## src/design/ssd_consts.svh

```systemverilog
// Register offsets, field positions and reset values for the split screen start block
`ifndef SSD_CONSTS_SVH
`define SSD_CONSTS_SVH
`define SSD_OFS_S1_LO     6'h0C
`define SSD_OFS_S1_HI     6'h0D
`define SSD_OFS_S2_LO     6'h0F
`define SSD_OFS_S2_HI     6'h10
`define SSD_OFS_OFFSET    6'h12
`define SSD_OFS_VSIZE_LO  6'h13
`define SSD_OFS_VSIZE_HI  6'h14
`define SSD_OFS_CTRL      6'h20
`define SSD_OFS_WIDTH     6'h21
`define SSD_OFS_STATUS    6'h22
`define SSD_OFS_LINE_LO   6'h23
`define SSD_OFS_LINE_HI   6'h24
`define SSD_HI_ADDR_MSK   8'h7F
`define SSD_HI_VSIZE_MSK  8'h03
`define SSD_RST_BYTE      8'h00
`define SSD_RST_VSIZE     10'h3FF
`define SSD_BYTE_SHIFT    8
`endif

```

## src/design/ssd_pkg.sv

```systemverilog
// Types shared by the split screen start block
package ssd_pkg;
  typedef enum logic [1:0] {SSD_BPP1, SSD_BPP2, SSD_BPP4, SSD_BPP8} ssd_bpp_t;
  // One programmed frame setting, captured together at frame start
  typedef struct packed {
    logic [14:0] s1_start;
    logic [14:0] s2_start;
    logic [9:0]  vsize;
    logic [7:0]  offset;
    logic [7:0]  width;
    logic        rotated;
  } ssd_frame_cfg_t;
  // Per-line fetch request toward the refresh engine
  typedef struct packed {
    logic [15:0] byte_addr;
    logic        second;
  } ssd_line_req_t;
endpackage

```

## src/design/ssd_split_start.sv

```systemverilog
// Split screen start address and per-line fetch address selection
//
// Local design decision: the plain strobed port.
`include "ssd_consts.svh"
`timescale 1ns/100ps
`default_nettype none
// Function
// One start address step moves the image a whole word of pixels.
// Software scrolls by adding or subtracting one virtual line's word count.
// Start address is high byte times 256 plus low byte.
// First image sits at top, fetched from screen 1 start.
// After vertical size lines, fetch continues from screen 2 start.
// Vertical size is ten bits: low byte plus two high-register bits.
// Vertical size at or beyond displayed lines means no second image.
// Line counting starts at the end of vertical non-display.
// Screen 2 start may be any value, even below or equal screen 1.
// Screen 2 start is a 15-bit word offset, bit 7 reserved.
// Rotated mode disables the split and ignores screen 2 start.
// Split line is programmable to any display line.
// Word holds 16, 8, 4 or 2 pixels at 1, 2, 4, 8 bpp.
// Rotated mode treats screen 1 start as a byte offset.
// Settings are sampled once per frame at end of non-display; bpp and pix_per_step follow the control register at once.
// Next line address is previous plus width plus virtual offset.
module ssd_split_start
  import ssd_pkg::*;
(
  input  wire logic        sys_clk,       // System clock, 25 MHz
  input  wire logic        rst_n,         // Async reset, active low
  input  wire logic [5:0]  reg_addr,      // Register address
  input  wire logic [7:0]  reg_wdata,     // Register write data
  input  wire logic        reg_wr,        // Write strobe
  input  wire logic        reg_rd,        // Read strobe
  output logic      [7:0]  reg_rdata,     // Read data, cycle after strobe
  input  wire logic        vnd_end,       // End of vertical non-display pulse
  input  wire logic        line_end,      // End of displayed line pulse
  input  wire logic        line_valid,    // Displayed line is active
  output ssd_line_req_t    line_req,      // Current line fetch request
  output ssd_bpp_t         bpp,           // Programmed colour depth
  output logic      [4:0]  pix_per_step   // Pixels moved per start step
);

  // ---------------------------------------------------------------
  // Register file
  // ---------------------------------------------------------------
  logic [7:0] s1_lo, s1_hi, s2_lo, s2_hi, ofs_q, vs_lo, vs_hi, ctrl_q, width_q;
  logic [7:0] wr_sel;
  logic [5:0] addr_tab [8];

  assign addr_tab[0] = `SSD_OFS_S1_LO;
  assign addr_tab[1] = `SSD_OFS_S1_HI;
  assign addr_tab[2] = `SSD_OFS_S2_LO;
  assign addr_tab[3] = `SSD_OFS_S2_HI;
  assign addr_tab[4] = `SSD_OFS_OFFSET;
  assign addr_tab[5] = `SSD_OFS_VSIZE_LO;
  assign addr_tab[6] = `SSD_OFS_VSIZE_HI;
  assign addr_tab[7] = `SSD_OFS_CTRL;

  // Address decode for the byte registers
  for (genvar i = 0; i < 8; i++) begin : g_dec
    assign wr_sel[i] = reg_wr && (reg_addr == addr_tab[i]);
  end

  ssd_reg_byte #(.MASK(8'hFF)) u_s1_lo (
    .sys_clk (sys_clk), .rst_n (rst_n), .wr_en (wr_sel[0]),
    .wr_data (reg_wdata), .q (s1_lo));
  ssd_reg_byte #(.MASK(`SSD_HI_ADDR_MSK)) u_s1_hi (
    .sys_clk (sys_clk), .rst_n (rst_n), .wr_en (wr_sel[1]),
    .wr_data (reg_wdata), .q (s1_hi));
  ssd_reg_byte #(.MASK(8'hFF)) u_s2_lo (
    .sys_clk (sys_clk), .rst_n (rst_n), .wr_en (wr_sel[2]),
    .wr_data (reg_wdata), .q (s2_lo));
  // Bit 7 of the high byte is reserved and reads zero
  ssd_reg_byte #(.MASK(`SSD_HI_ADDR_MSK)) u_s2_hi (
    .sys_clk (sys_clk), .rst_n (rst_n), .wr_en (wr_sel[3]),
    .wr_data (reg_wdata), .q (s2_hi));
  ssd_reg_byte #(.MASK(8'hFF)) u_ofs (
    .sys_clk (sys_clk), .rst_n (rst_n), .wr_en (wr_sel[4]),
    .wr_data (reg_wdata), .q (ofs_q));
  ssd_reg_byte #(.MASK(8'hFF)) u_vs_lo (
    .sys_clk (sys_clk), .rst_n (rst_n), .wr_en (wr_sel[5]),
    .wr_data (reg_wdata), .q (vs_lo));
  // Only bits 1..0 of the size high byte exist
  ssd_reg_byte #(.MASK(`SSD_HI_VSIZE_MSK)) u_vs_hi (
    .sys_clk (sys_clk), .rst_n (rst_n), .wr_en (wr_sel[6]),
    .wr_data (reg_wdata), .q (vs_hi));
  // Control: bits 1..0 colour depth, bit 2 rotated display mode
  ssd_reg_byte #(.MASK(8'h07)) u_ctrl (
    .sys_clk (sys_clk), .rst_n (rst_n), .wr_en (wr_sel[7]),
    .wr_data (reg_wdata), .q (ctrl_q));

  // Displayed width in words; reset to all ones so a fresh setup shows a line
  always_ff @(posedge sys_clk or negedge rst_n) begin
    if (!rst_n) begin
      width_q <= 8'hFF;
    end else if (reg_wr && reg_addr == `SSD_OFS_WIDTH) begin
      width_q <= reg_wdata;
    end
  end

  // ---------------------------------------------------------------
  // Assembled register values
  // ---------------------------------------------------------------
  logic [14:0] s1_word, s2_word;
  logic [9:0]  vsize_reg;

  assign s1_word   = 15'({s1_hi[6:0], `SSD_RST_BYTE} + {7'h00, s1_lo});
  assign s2_word   = {s2_hi[6:0], s2_lo};
  assign vsize_reg = {vs_hi[1:0], vs_lo};
  assign bpp       = ssd_bpp_t'(ctrl_q[1:0]);

  // ---------------------------------------------------------------
  // Per-frame snapshot of settings
  // ---------------------------------------------------------------
  ssd_frame_cfg_t cfg_ff;

  // Taken only at frame start so a frame never mixes old and new values
  always_ff @(posedge sys_clk or negedge rst_n) begin
    if (!rst_n) begin
      cfg_ff <= '0;
      cfg_ff.vsize <= `SSD_RST_VSIZE;
    end else if (vnd_end) begin
      cfg_ff.s1_start <= s1_word;
      cfg_ff.s2_start <= s2_word;
      cfg_ff.vsize    <= vsize_reg;
      cfg_ff.offset   <= ofs_q;
      cfg_ff.width    <= width_q;
      cfg_ff.rotated  <= ctrl_q[2];
    end
  end

  // ---------------------------------------------------------------
  // Word to byte conversion
  // ---------------------------------------------------------------
  logic [15:0] s1_byte, s2_byte, pitch;

  // Landscape starts are word offsets, rotated screen 1 start is a byte
  assign s1_byte = cfg_ff.rotated ? {1'b0, cfg_ff.s1_start}
                                  : {cfg_ff.s1_start, 1'b0};
  assign s2_byte = {cfg_ff.s2_start, 1'b0};
  // Line pitch in bytes: displayed words doubled plus the extra bytes
  assign pitch   = 16'({7'h00, cfg_ff.width, 1'b0} + {8'h00, cfg_ff.offset});

  // Panning granularity reported to the pixel path
  always_comb begin
    unique case (bpp)
      SSD_BPP1: pix_per_step = 5'd16;
      SSD_BPP2: pix_per_step = 5'd8;
      SSD_BPP4: pix_per_step = 5'd4;
      SSD_BPP8: pix_per_step = 5'd2;
    endcase
    if (ctrl_q[2]) begin
      pix_per_step = pix_per_step >> 1;
    end
  end

  // ---------------------------------------------------------------
  // Line counter and image selection
  // ---------------------------------------------------------------
  logic [9:0] line_cnt_ff;
  logic       sat_ff;
  logic       second_ff;
  logic       hit_split;

  // Count displayed lines from the end of non-display; stops after wrapping to zero
  always_ff @(posedge sys_clk or negedge rst_n) begin
    if (!rst_n) begin
      line_cnt_ff <= 10'h000;
      sat_ff      <= 1'b0;
    end else if (vnd_end) begin
      line_cnt_ff <= 10'h000;
      sat_ff      <= 1'b0;
    end else if (line_end && line_valid && !sat_ff) begin
      line_cnt_ff <= 10'(line_cnt_ff + 10'h001);
      sat_ff      <= (line_cnt_ff == 10'h3FF);
    end
  end

  // Split when the completed line count reaches the programmed size.
  // A size beyond the panel is never reached before the next frame.
  assign hit_split = line_end && line_valid && !sat_ff && !cfg_ff.rotated
                     && (10'(line_cnt_ff + 10'h001) == cfg_ff.vsize);

  always_ff @(posedge sys_clk or negedge rst_n) begin
    if (!rst_n) begin
      second_ff <= 1'b0;
    end else if (vnd_end) begin
      second_ff <= 1'b0;
    end else if (hit_split && !second_ff) begin
      second_ff <= 1'b1;
    end
  end

  // ---------------------------------------------------------------
  // Address generation
  // ---------------------------------------------------------------
  logic [15:0] addr_q;
  logic        ld;
  logic [15:0] ld_base;
  logic        frame_go_ff;

  // Load one cycle after frame start so the fresh snapshot is used
  always_ff @(posedge sys_clk or negedge rst_n) begin
    if (!rst_n) begin
      frame_go_ff <= 1'b0;
    end else begin
      frame_go_ff <= vnd_end;
    end
  end

  assign ld      = frame_go_ff || (hit_split && !second_ff);
  assign ld_base = frame_go_ff ? s1_byte : s2_byte;

  ssd_line_addr u_addr (
    .sys_clk (sys_clk),
    .rst_n   (rst_n),
    .load    (ld),
    .base    (ld_base),
    .step    (line_end && line_valid),
    .pitch   (pitch),
    .addr_ff (addr_q)
  );

  // Fetch request is registered data
  always_ff @(posedge sys_clk or negedge rst_n) begin
    if (!rst_n) begin
      line_req <= '0;
    end else begin
      line_req.byte_addr <= addr_q;
      line_req.second    <= second_ff;
    end
  end

  // ---------------------------------------------------------------
  // Read port
  // ---------------------------------------------------------------
  logic [7:0] nxt_rdata;

  // Unmapped addresses read zero
  always_comb begin
    nxt_rdata = 8'h00;
    unique case (reg_addr)
      `SSD_OFS_S1_LO:    nxt_rdata = s1_lo;
      `SSD_OFS_S1_HI:    nxt_rdata = s1_hi;
      `SSD_OFS_S2_LO:    nxt_rdata = s2_lo;
      `SSD_OFS_S2_HI:    nxt_rdata = s2_hi;
      `SSD_OFS_OFFSET:   nxt_rdata = ofs_q;
      `SSD_OFS_VSIZE_LO: nxt_rdata = vs_lo;
      `SSD_OFS_VSIZE_HI: nxt_rdata = vs_hi;
      `SSD_OFS_CTRL:     nxt_rdata = ctrl_q;
      `SSD_OFS_WIDTH:    nxt_rdata = width_q;
      `SSD_OFS_STATUS:   nxt_rdata = {6'h00, cfg_ff.rotated, second_ff};
      `SSD_OFS_LINE_LO:  nxt_rdata = line_cnt_ff[7:0];
      `SSD_OFS_LINE_HI:  nxt_rdata = {6'h00, line_cnt_ff[9:8]};
      default:           nxt_rdata = 8'h00;
    endcase
  end

  // Data valid only in the cycle after the read strobe
  always_ff @(posedge sys_clk or negedge rst_n) begin
    if (!rst_n) begin
      reg_rdata <= 8'h00;
    end else begin
      reg_rdata <= reg_rd ? nxt_rdata : 8'h00;
    end
  end

  // ---------------------------------------------------------------
  // Checks
  // ---------------------------------------------------------------
  a_frame_first_img: assert property (@(posedge sys_clk) disable iff (!rst_n)
    vnd_end |=> ##1 (addr_q == s1_byte) && !second_ff)
    else $error("frame did not start on first image");

  a_split_to_second: assert property (@(posedge sys_clk) disable iff (!rst_n)
    (hit_split && !second_ff) |=> second_ff && (addr_q == s2_byte))
    else $error("split did not switch to second image");

  a_rotated_no_split: assert property (@(posedge sys_clk) disable iff (!rst_n)
    (cfg_ff.rotated && !second_ff && !vnd_end) |=> !second_ff)
    else $error("split occurred in rotated mode");

  a_size_no_split: assert property (@(posedge sys_clk) disable iff (!rst_n)
    (!second_ff && line_end && line_valid && !vnd_end
     && 10'(line_cnt_ff + 10'h001) != cfg_ff.vsize) |=> !second_ff)
    else $error("second image appeared early");

  a_line_restart: assert property (@(posedge sys_clk) disable iff (!rst_n)
    vnd_end |=> line_cnt_ff == 10'h000)
    else $error("line count not cleared at frame start");

  a_snapshot_hold: assert property (@(posedge sys_clk) disable iff (!rst_n)
    !vnd_end |=> $stable(cfg_ff))
    else $error("frame settings changed mid-frame");

  a_line_step: assert property (@(posedge sys_clk) disable iff (!rst_n)
    (line_end && line_valid && !ld) |=> addr_q == 16'($past(addr_q) + $past(pitch)))
    else $error("line address step wrong");

  a_start_combine: assert property (@(posedge sys_clk) disable iff (!rst_n)
    vnd_end |=> cfg_ff.s1_start == 15'($past(s1_hi) * 256 + $past(s1_lo)))
    else $error("start address combine wrong");

  // Checked on the read path, so a wrong mask or a wrong read mux both show up
  a_vsize_width: assert property (@(posedge sys_clk) disable iff (!rst_n)
    (reg_rd && reg_addr == `SSD_OFS_VSIZE_HI) |=> reg_rdata[7:2] == 6'h00)
    else $error("unused size bits set");

endmodule
`default_nettype wire

```

## src/design/ssd_reg_byte.sv

```systemverilog
// One byte-wide software register with a writable-bit mask
`timescale 1ns/100ps
`default_nettype none
module ssd_reg_byte
  import ssd_pkg::*;
#(
  parameter logic [7:0] MASK = 8'hFF
) (
  input  wire logic       sys_clk,  // System clock
  input  wire logic       rst_n,    // Async reset, active low
  input  wire logic       wr_en,    // Write this register
  input  wire logic [7:0] wr_data,  // Write data
  output logic      [7:0] q         // Stored value
);
  // Unused bits are held at zero so they read back as zero
  always_ff @(posedge sys_clk or negedge rst_n) begin
    if (!rst_n) begin
      q <= 8'h00;
    end else if (wr_en) begin
      q <= wr_data & MASK;
    end
  end
endmodule
`default_nettype wire

```

## src/design/ssd_line_addr.sv

```systemverilog
// Byte address stepper for the scan lines of one image
`timescale 1ns/100ps
`default_nettype none
module ssd_line_addr
  import ssd_pkg::*;
(
  input  wire logic        sys_clk,   // System clock
  input  wire logic        rst_n,     // Async reset, active low
  input  wire logic        load,      // Load base address
  input  wire logic [15:0] base,      // Base byte address
  input  wire logic        step,      // Advance one scan line
  input  wire logic [15:0] pitch,     // Bytes per virtual line
  output logic      [15:0] addr_ff    // Current line address
);
  logic [15:0] nxt_addr;

  // Load wins over step, a new image restarts from its base
  always_comb begin
    nxt_addr = addr_ff;
    if (load) begin
      nxt_addr = base;
    end else if (step) begin
      nxt_addr = 16'(addr_ff + pitch);
    end
  end

  always_ff @(posedge sys_clk or negedge rst_n) begin
    if (!rst_n) begin
      addr_ff <= 16'h0000;
    end else begin
      addr_ff <= nxt_addr;
    end
  end
endmodule
`default_nettype wire

```

## config.mk

```make
export PLATFORM = sky130hd
export DESIGN_NAME = ssd_split_start
export DESIGN_NICKNAME = d
export VERILOG_FILES = /design/src/design/ssd_pkg.sv /design/src/design/ssd_split_start.sv /design/src/design/ssd_reg_byte.sv /design/src/design/ssd_line_addr.sv
export VERILOG_INCLUDE_DIRS = /design/src /design/src/design
export SDC_FILE = /design/constraint.sdc
export NUM_CORES = 1
export LEC_CHECK = 0
export BUFFER_PORTS_ARGS = -buffer_cell sky130_fd_sc_hd__buf_2
export CAP_MARGIN = 20
export CORE_ASPECT_RATIO = 0.6
export CORE_MARGIN = 5
export CORE_UTILIZATION = 35
export CTS_BUF_LIST = sky130_fd_sc_hd__clkbuf_16
export CTS_CLUSTER_DIAMETER = 50
export DETAILED_ROUTE_END_ITERATION = 7
export GPL_TIMING_DRIVEN = 1
export MAX_ROUTING_LAYER = met4
export SETUP_SLACK_MARGIN = 0.15
export SLEW_MARGIN = 20
export SYNTH_ARGS = -nofsm -noshare
export SYNTH_HDL_FRONTEND = slang
export SYNTH_HIERARCHICAL = 1
export SYNTH_SLANG_ARGS = --single-unit
```

## constraint.sdc

```tcl
create_clock -name sys_clk -period 7.1 [get_ports sys_clk]
set_clock_uncertainty 0.1 [all_clocks]
set_input_delay 0.71 -clock sys_clk [delete_from_list [all_inputs] [get_ports sys_clk]]
set_output_delay 0.71 -clock sys_clk [all_outputs]
set_load 0.03 [all_outputs]
```

==> flow_metrics.py <==
metrics = {
    "status": {
        "status": "finished clean",
    },
    "worst_setup_path": {
        "critPathArrivalTime_ns": 3.91,
        "crit_required_ns": 7.32,
        "cp-startpoint": "cfg_ff[1]",
        "timing.rr.start": "cfg_ff[1]",
        "start_kind": "register",
        "critPathKind": "reg -> reg",
        "crit_fanout": 3,
        "end_kind": "register",
    },
    "drt": {
        "ant_nets": 0,
        "first_iter_violations": 567,
        "drc": 0,
        "via_per_inst": 5.31,
        "finalWirelength_um": 23300,
        "vias": 6085,
        "firstDrtPassIters": 5,
        "wl_per_cell_um": 20.4,
    },
    "die": {
        "fp-row-count": 45,
        "ios": 53,
        "die_h_um": 133,
        "initial_utilization_pct": 35.2,
        "fp.dieW_um": 215,
        "die_area_um2": 28500,
        "coreArea_um2": 25100,
    },
    "yosys": {
        "synth-seq-area-share_pct": 48.6,
        "async_flop_share_pct": 100,
        "syn_inst": 747,
        "syn-cell-area_um2": 8810,
        "synth_cell_type_count": 67,
        "synth-main-ff-cell": "dfrtp_1",
        "synthTopCellsByCount": "152 x dfrtp_1, 66 x mux2_2, 53 x nor2_1",
        "synth_top_area_share_pct": 43.2,
        "yosysTopAreaCell": "dfrtp_1",
        "synth_seq_cells": 170,
        "ys.warnings.count": 6,
        "synth_area_leaders": "dfrtp_1 43%, mux2_2 8.4%, mux2_4 7.8%",
        "avgSynthCellArea_um2": 11.8,
        "yosysMostFrequentCell": "dfrtp_1",
        "synth_edf_count": 0,
    },
    "global_routing": {
        "grt_max_degree": 95,
        "grt_pass1_wl_um": 36900,
        "track_usage_pct": 17.3,
        "antenna_found_initial": 0,
        "grt_pass1_vias": 5987,
        "grt_overflow": 0,
    },
    "layout": {
        "final_cell_area_um2": 10000,
        "fin_util_pct": 40.0,
        "fin_nets": 849,
        "area_growth_syn_to_layout_pct": 13.7,
        "drive_gt1_share_pct": 28.8,
    },
    "clock_tree": {
        "cts-resized-gates": 0,
        "cts_htree_levels": 4,
        "cts_hold_buf": 0,
        "cts_root_buf": "clkbuf_16",
        "postCtsSetupRepairBufs": 0,
        "cts_tree": "yes",
        "clk_pin_slew_ns": 0.07,
        "ctsLongestPathBuffers": 2,
        "clk_latency_ns": 0.44,
        "clock_sinks": 170,
        "cts_buffers": 17,
    },
    "power_and_ir_drop": {
        "leakagePower_nw": 4.53,
        "p_switching_uw": 863,
        "clockPowerShare_pct": 35.4,
        "p_int_mw": 2.01,
        "combPwrFrac_pct": 21.6,
        "powerDensity_nw_per_um2": 287,
        "swShare_pct": 30.0,
        "ir_drop_v": 0.000154,
        "p_seq_share_pct": 43.1,
    },
    "timing": {
        "setup-tns-final_ns": 0,
        "max_slew_margin_pct": 34.7,
        "fin_hold_ws_ns": 0.265,
        "final.period_utilization_pct": 51.9,
        "tightest_slew_ns": 0.980,
        "final-hold-violation-count": 0,
        "fin_crit_ns": 3.69,
        "setup_viol": 0,
        "rsz0062_at_grt": "no",
        "fmax_ghz": 0.271,
        "slew_violations": 0,
    },
    "placed_design": {
        "dp_hpwl_um": 16800,
        "gp_congestion": 0.878,
        "placed_cell_area_um2": 9350,
        "io_buffers": 52,
    },
    "run": {
        "max_cap_viol_count": 0,
    },
    "hold_path": {
        "hold_path_class": "in -> async",
    },
}
-- cell families after synthesis --
group	synth area share, %
other	0.213
and+or+nand+nor	9.55
buffers and inverters	3.69
AOI/OAI and AO/OA	11.7
muxes	18.9
DFF	48.6
xor gates and xnor gates	3.68
adders and majority gates	3.72
-- registers in the layout, indices dropped and copies added (netlist names), 3 cells and up --
| signal | count |
|---|---|
| u_s1_hi/q | 7 |
| width_q | 8 |
| u_ofs/q | 8 |
| u_s2_hi/q | 7 |
| u_addr/addr_ff | 16 |
| u_s1_lo/q | 8 |
| cfg_ff | 57 |
| reg_rdata | 8 |
| u_vs_lo/q | 8 |
| line_req | 17 |
| u_ctrl/q | 3 |
| line_cnt_ff | 10 |
| u_s2_lo/q | 8 |
-- through the flow --
stage	total power, mW	std cells	worst slack (ns)
2_1_floorplan	1.67	764	3.76
3_3_place_gp	1.86	1112	3.57
3_5_place_dp	1.86	1112	3.47
4_1_cts	2.89	1144	3.48
5_1_grt	3.02	1145	3.06
6_report	2.87	1146	3.41
-- routing by layer --
layer | GRT usage (%) | vias to the layer above | share of wire, %
met5 | - | - | 0
met4 | 5.22 | 0 | 1.6
met3 | 3.70 | 26 | 6.0
met2 | 21.4 | 188 | 39
met1 | 27.5 | 3063 | 54
li1 | - | 2808 | -
-- final cells by class --
type / count / area (µm²)
antenna: 1 / 2.50
clock buffer: 17 / 425
clock inverter: 15 / 208
fill: 2352 / 15000
inverter: 15 / 56.3
multi-input combinational: 537 / 4270
sequential: 170 / 4280
tap: 329 / 412
timing repair buffer: 62 / 362
-- critical path, stage by stage (launching register included) --
cell and delay [ns]:
dfrtp_1 0.35, ha_1 0.17, inv_1 0.05, fa_1 0.39, nor2b_1 0.12, o21ai_0 0.10
a21boi_0 0.25, o21ai_0 0.13, a21boi_0 0.27, nor2_1 0.09, ha_1 0.23, a21o_1 0.19
a31o_2 0.27, a221o_1 0.31, a31oi_1 0.31, a21oi_1 0.07, nand3b_1 0.16
-- worst paths after layout --
kind / endpoint / slack, ns / depth (start not counted)
hold reg to reg: line_req[1] / 0.31 / 0
hold / removal: u_s2_lo/q[1] / 0.27 / 1
min in group sys_clk: line_req[1] / 0.31 / 0
setup / recovery: u_addr/addr_ff[15] / 3.41 / 16
max in group asynchronous: cfg_ff[18] / 5.41 / 3
setup reg to reg: u_addr/addr_ff[15] / 3.41 / 16
-- layout by cell type (no fill, tap or decap), drive strengths merged, types with 18 or more instances in the layout --
cell / instances
xnor2: 22
nor2: 54
dfrtp: 152
a21oi: 35
conb: 22
nand2: 35
mux2i: 21
o21ai: 34
mux2: 112
dfstp: 18
ha: 23
buf: 62
-- power by group through the flow --
stage | Sequential (mW) | Clock (mW) | Combinational [mW]
3_5_place_dp | 1.25 | 0 | 0.608
5_1_grt | 1.26 | 1.08 | 0.682
2_1_floorplan | 1.25 | 0 | 0.418
4_1_cts | 1.24 | 1.04 | 0.612
6_report | 1.24 | 1.02 | 0.620
3_3_place_gp | 1.25 | 0 | 0.604
Power figures use the tool's default switching activity.
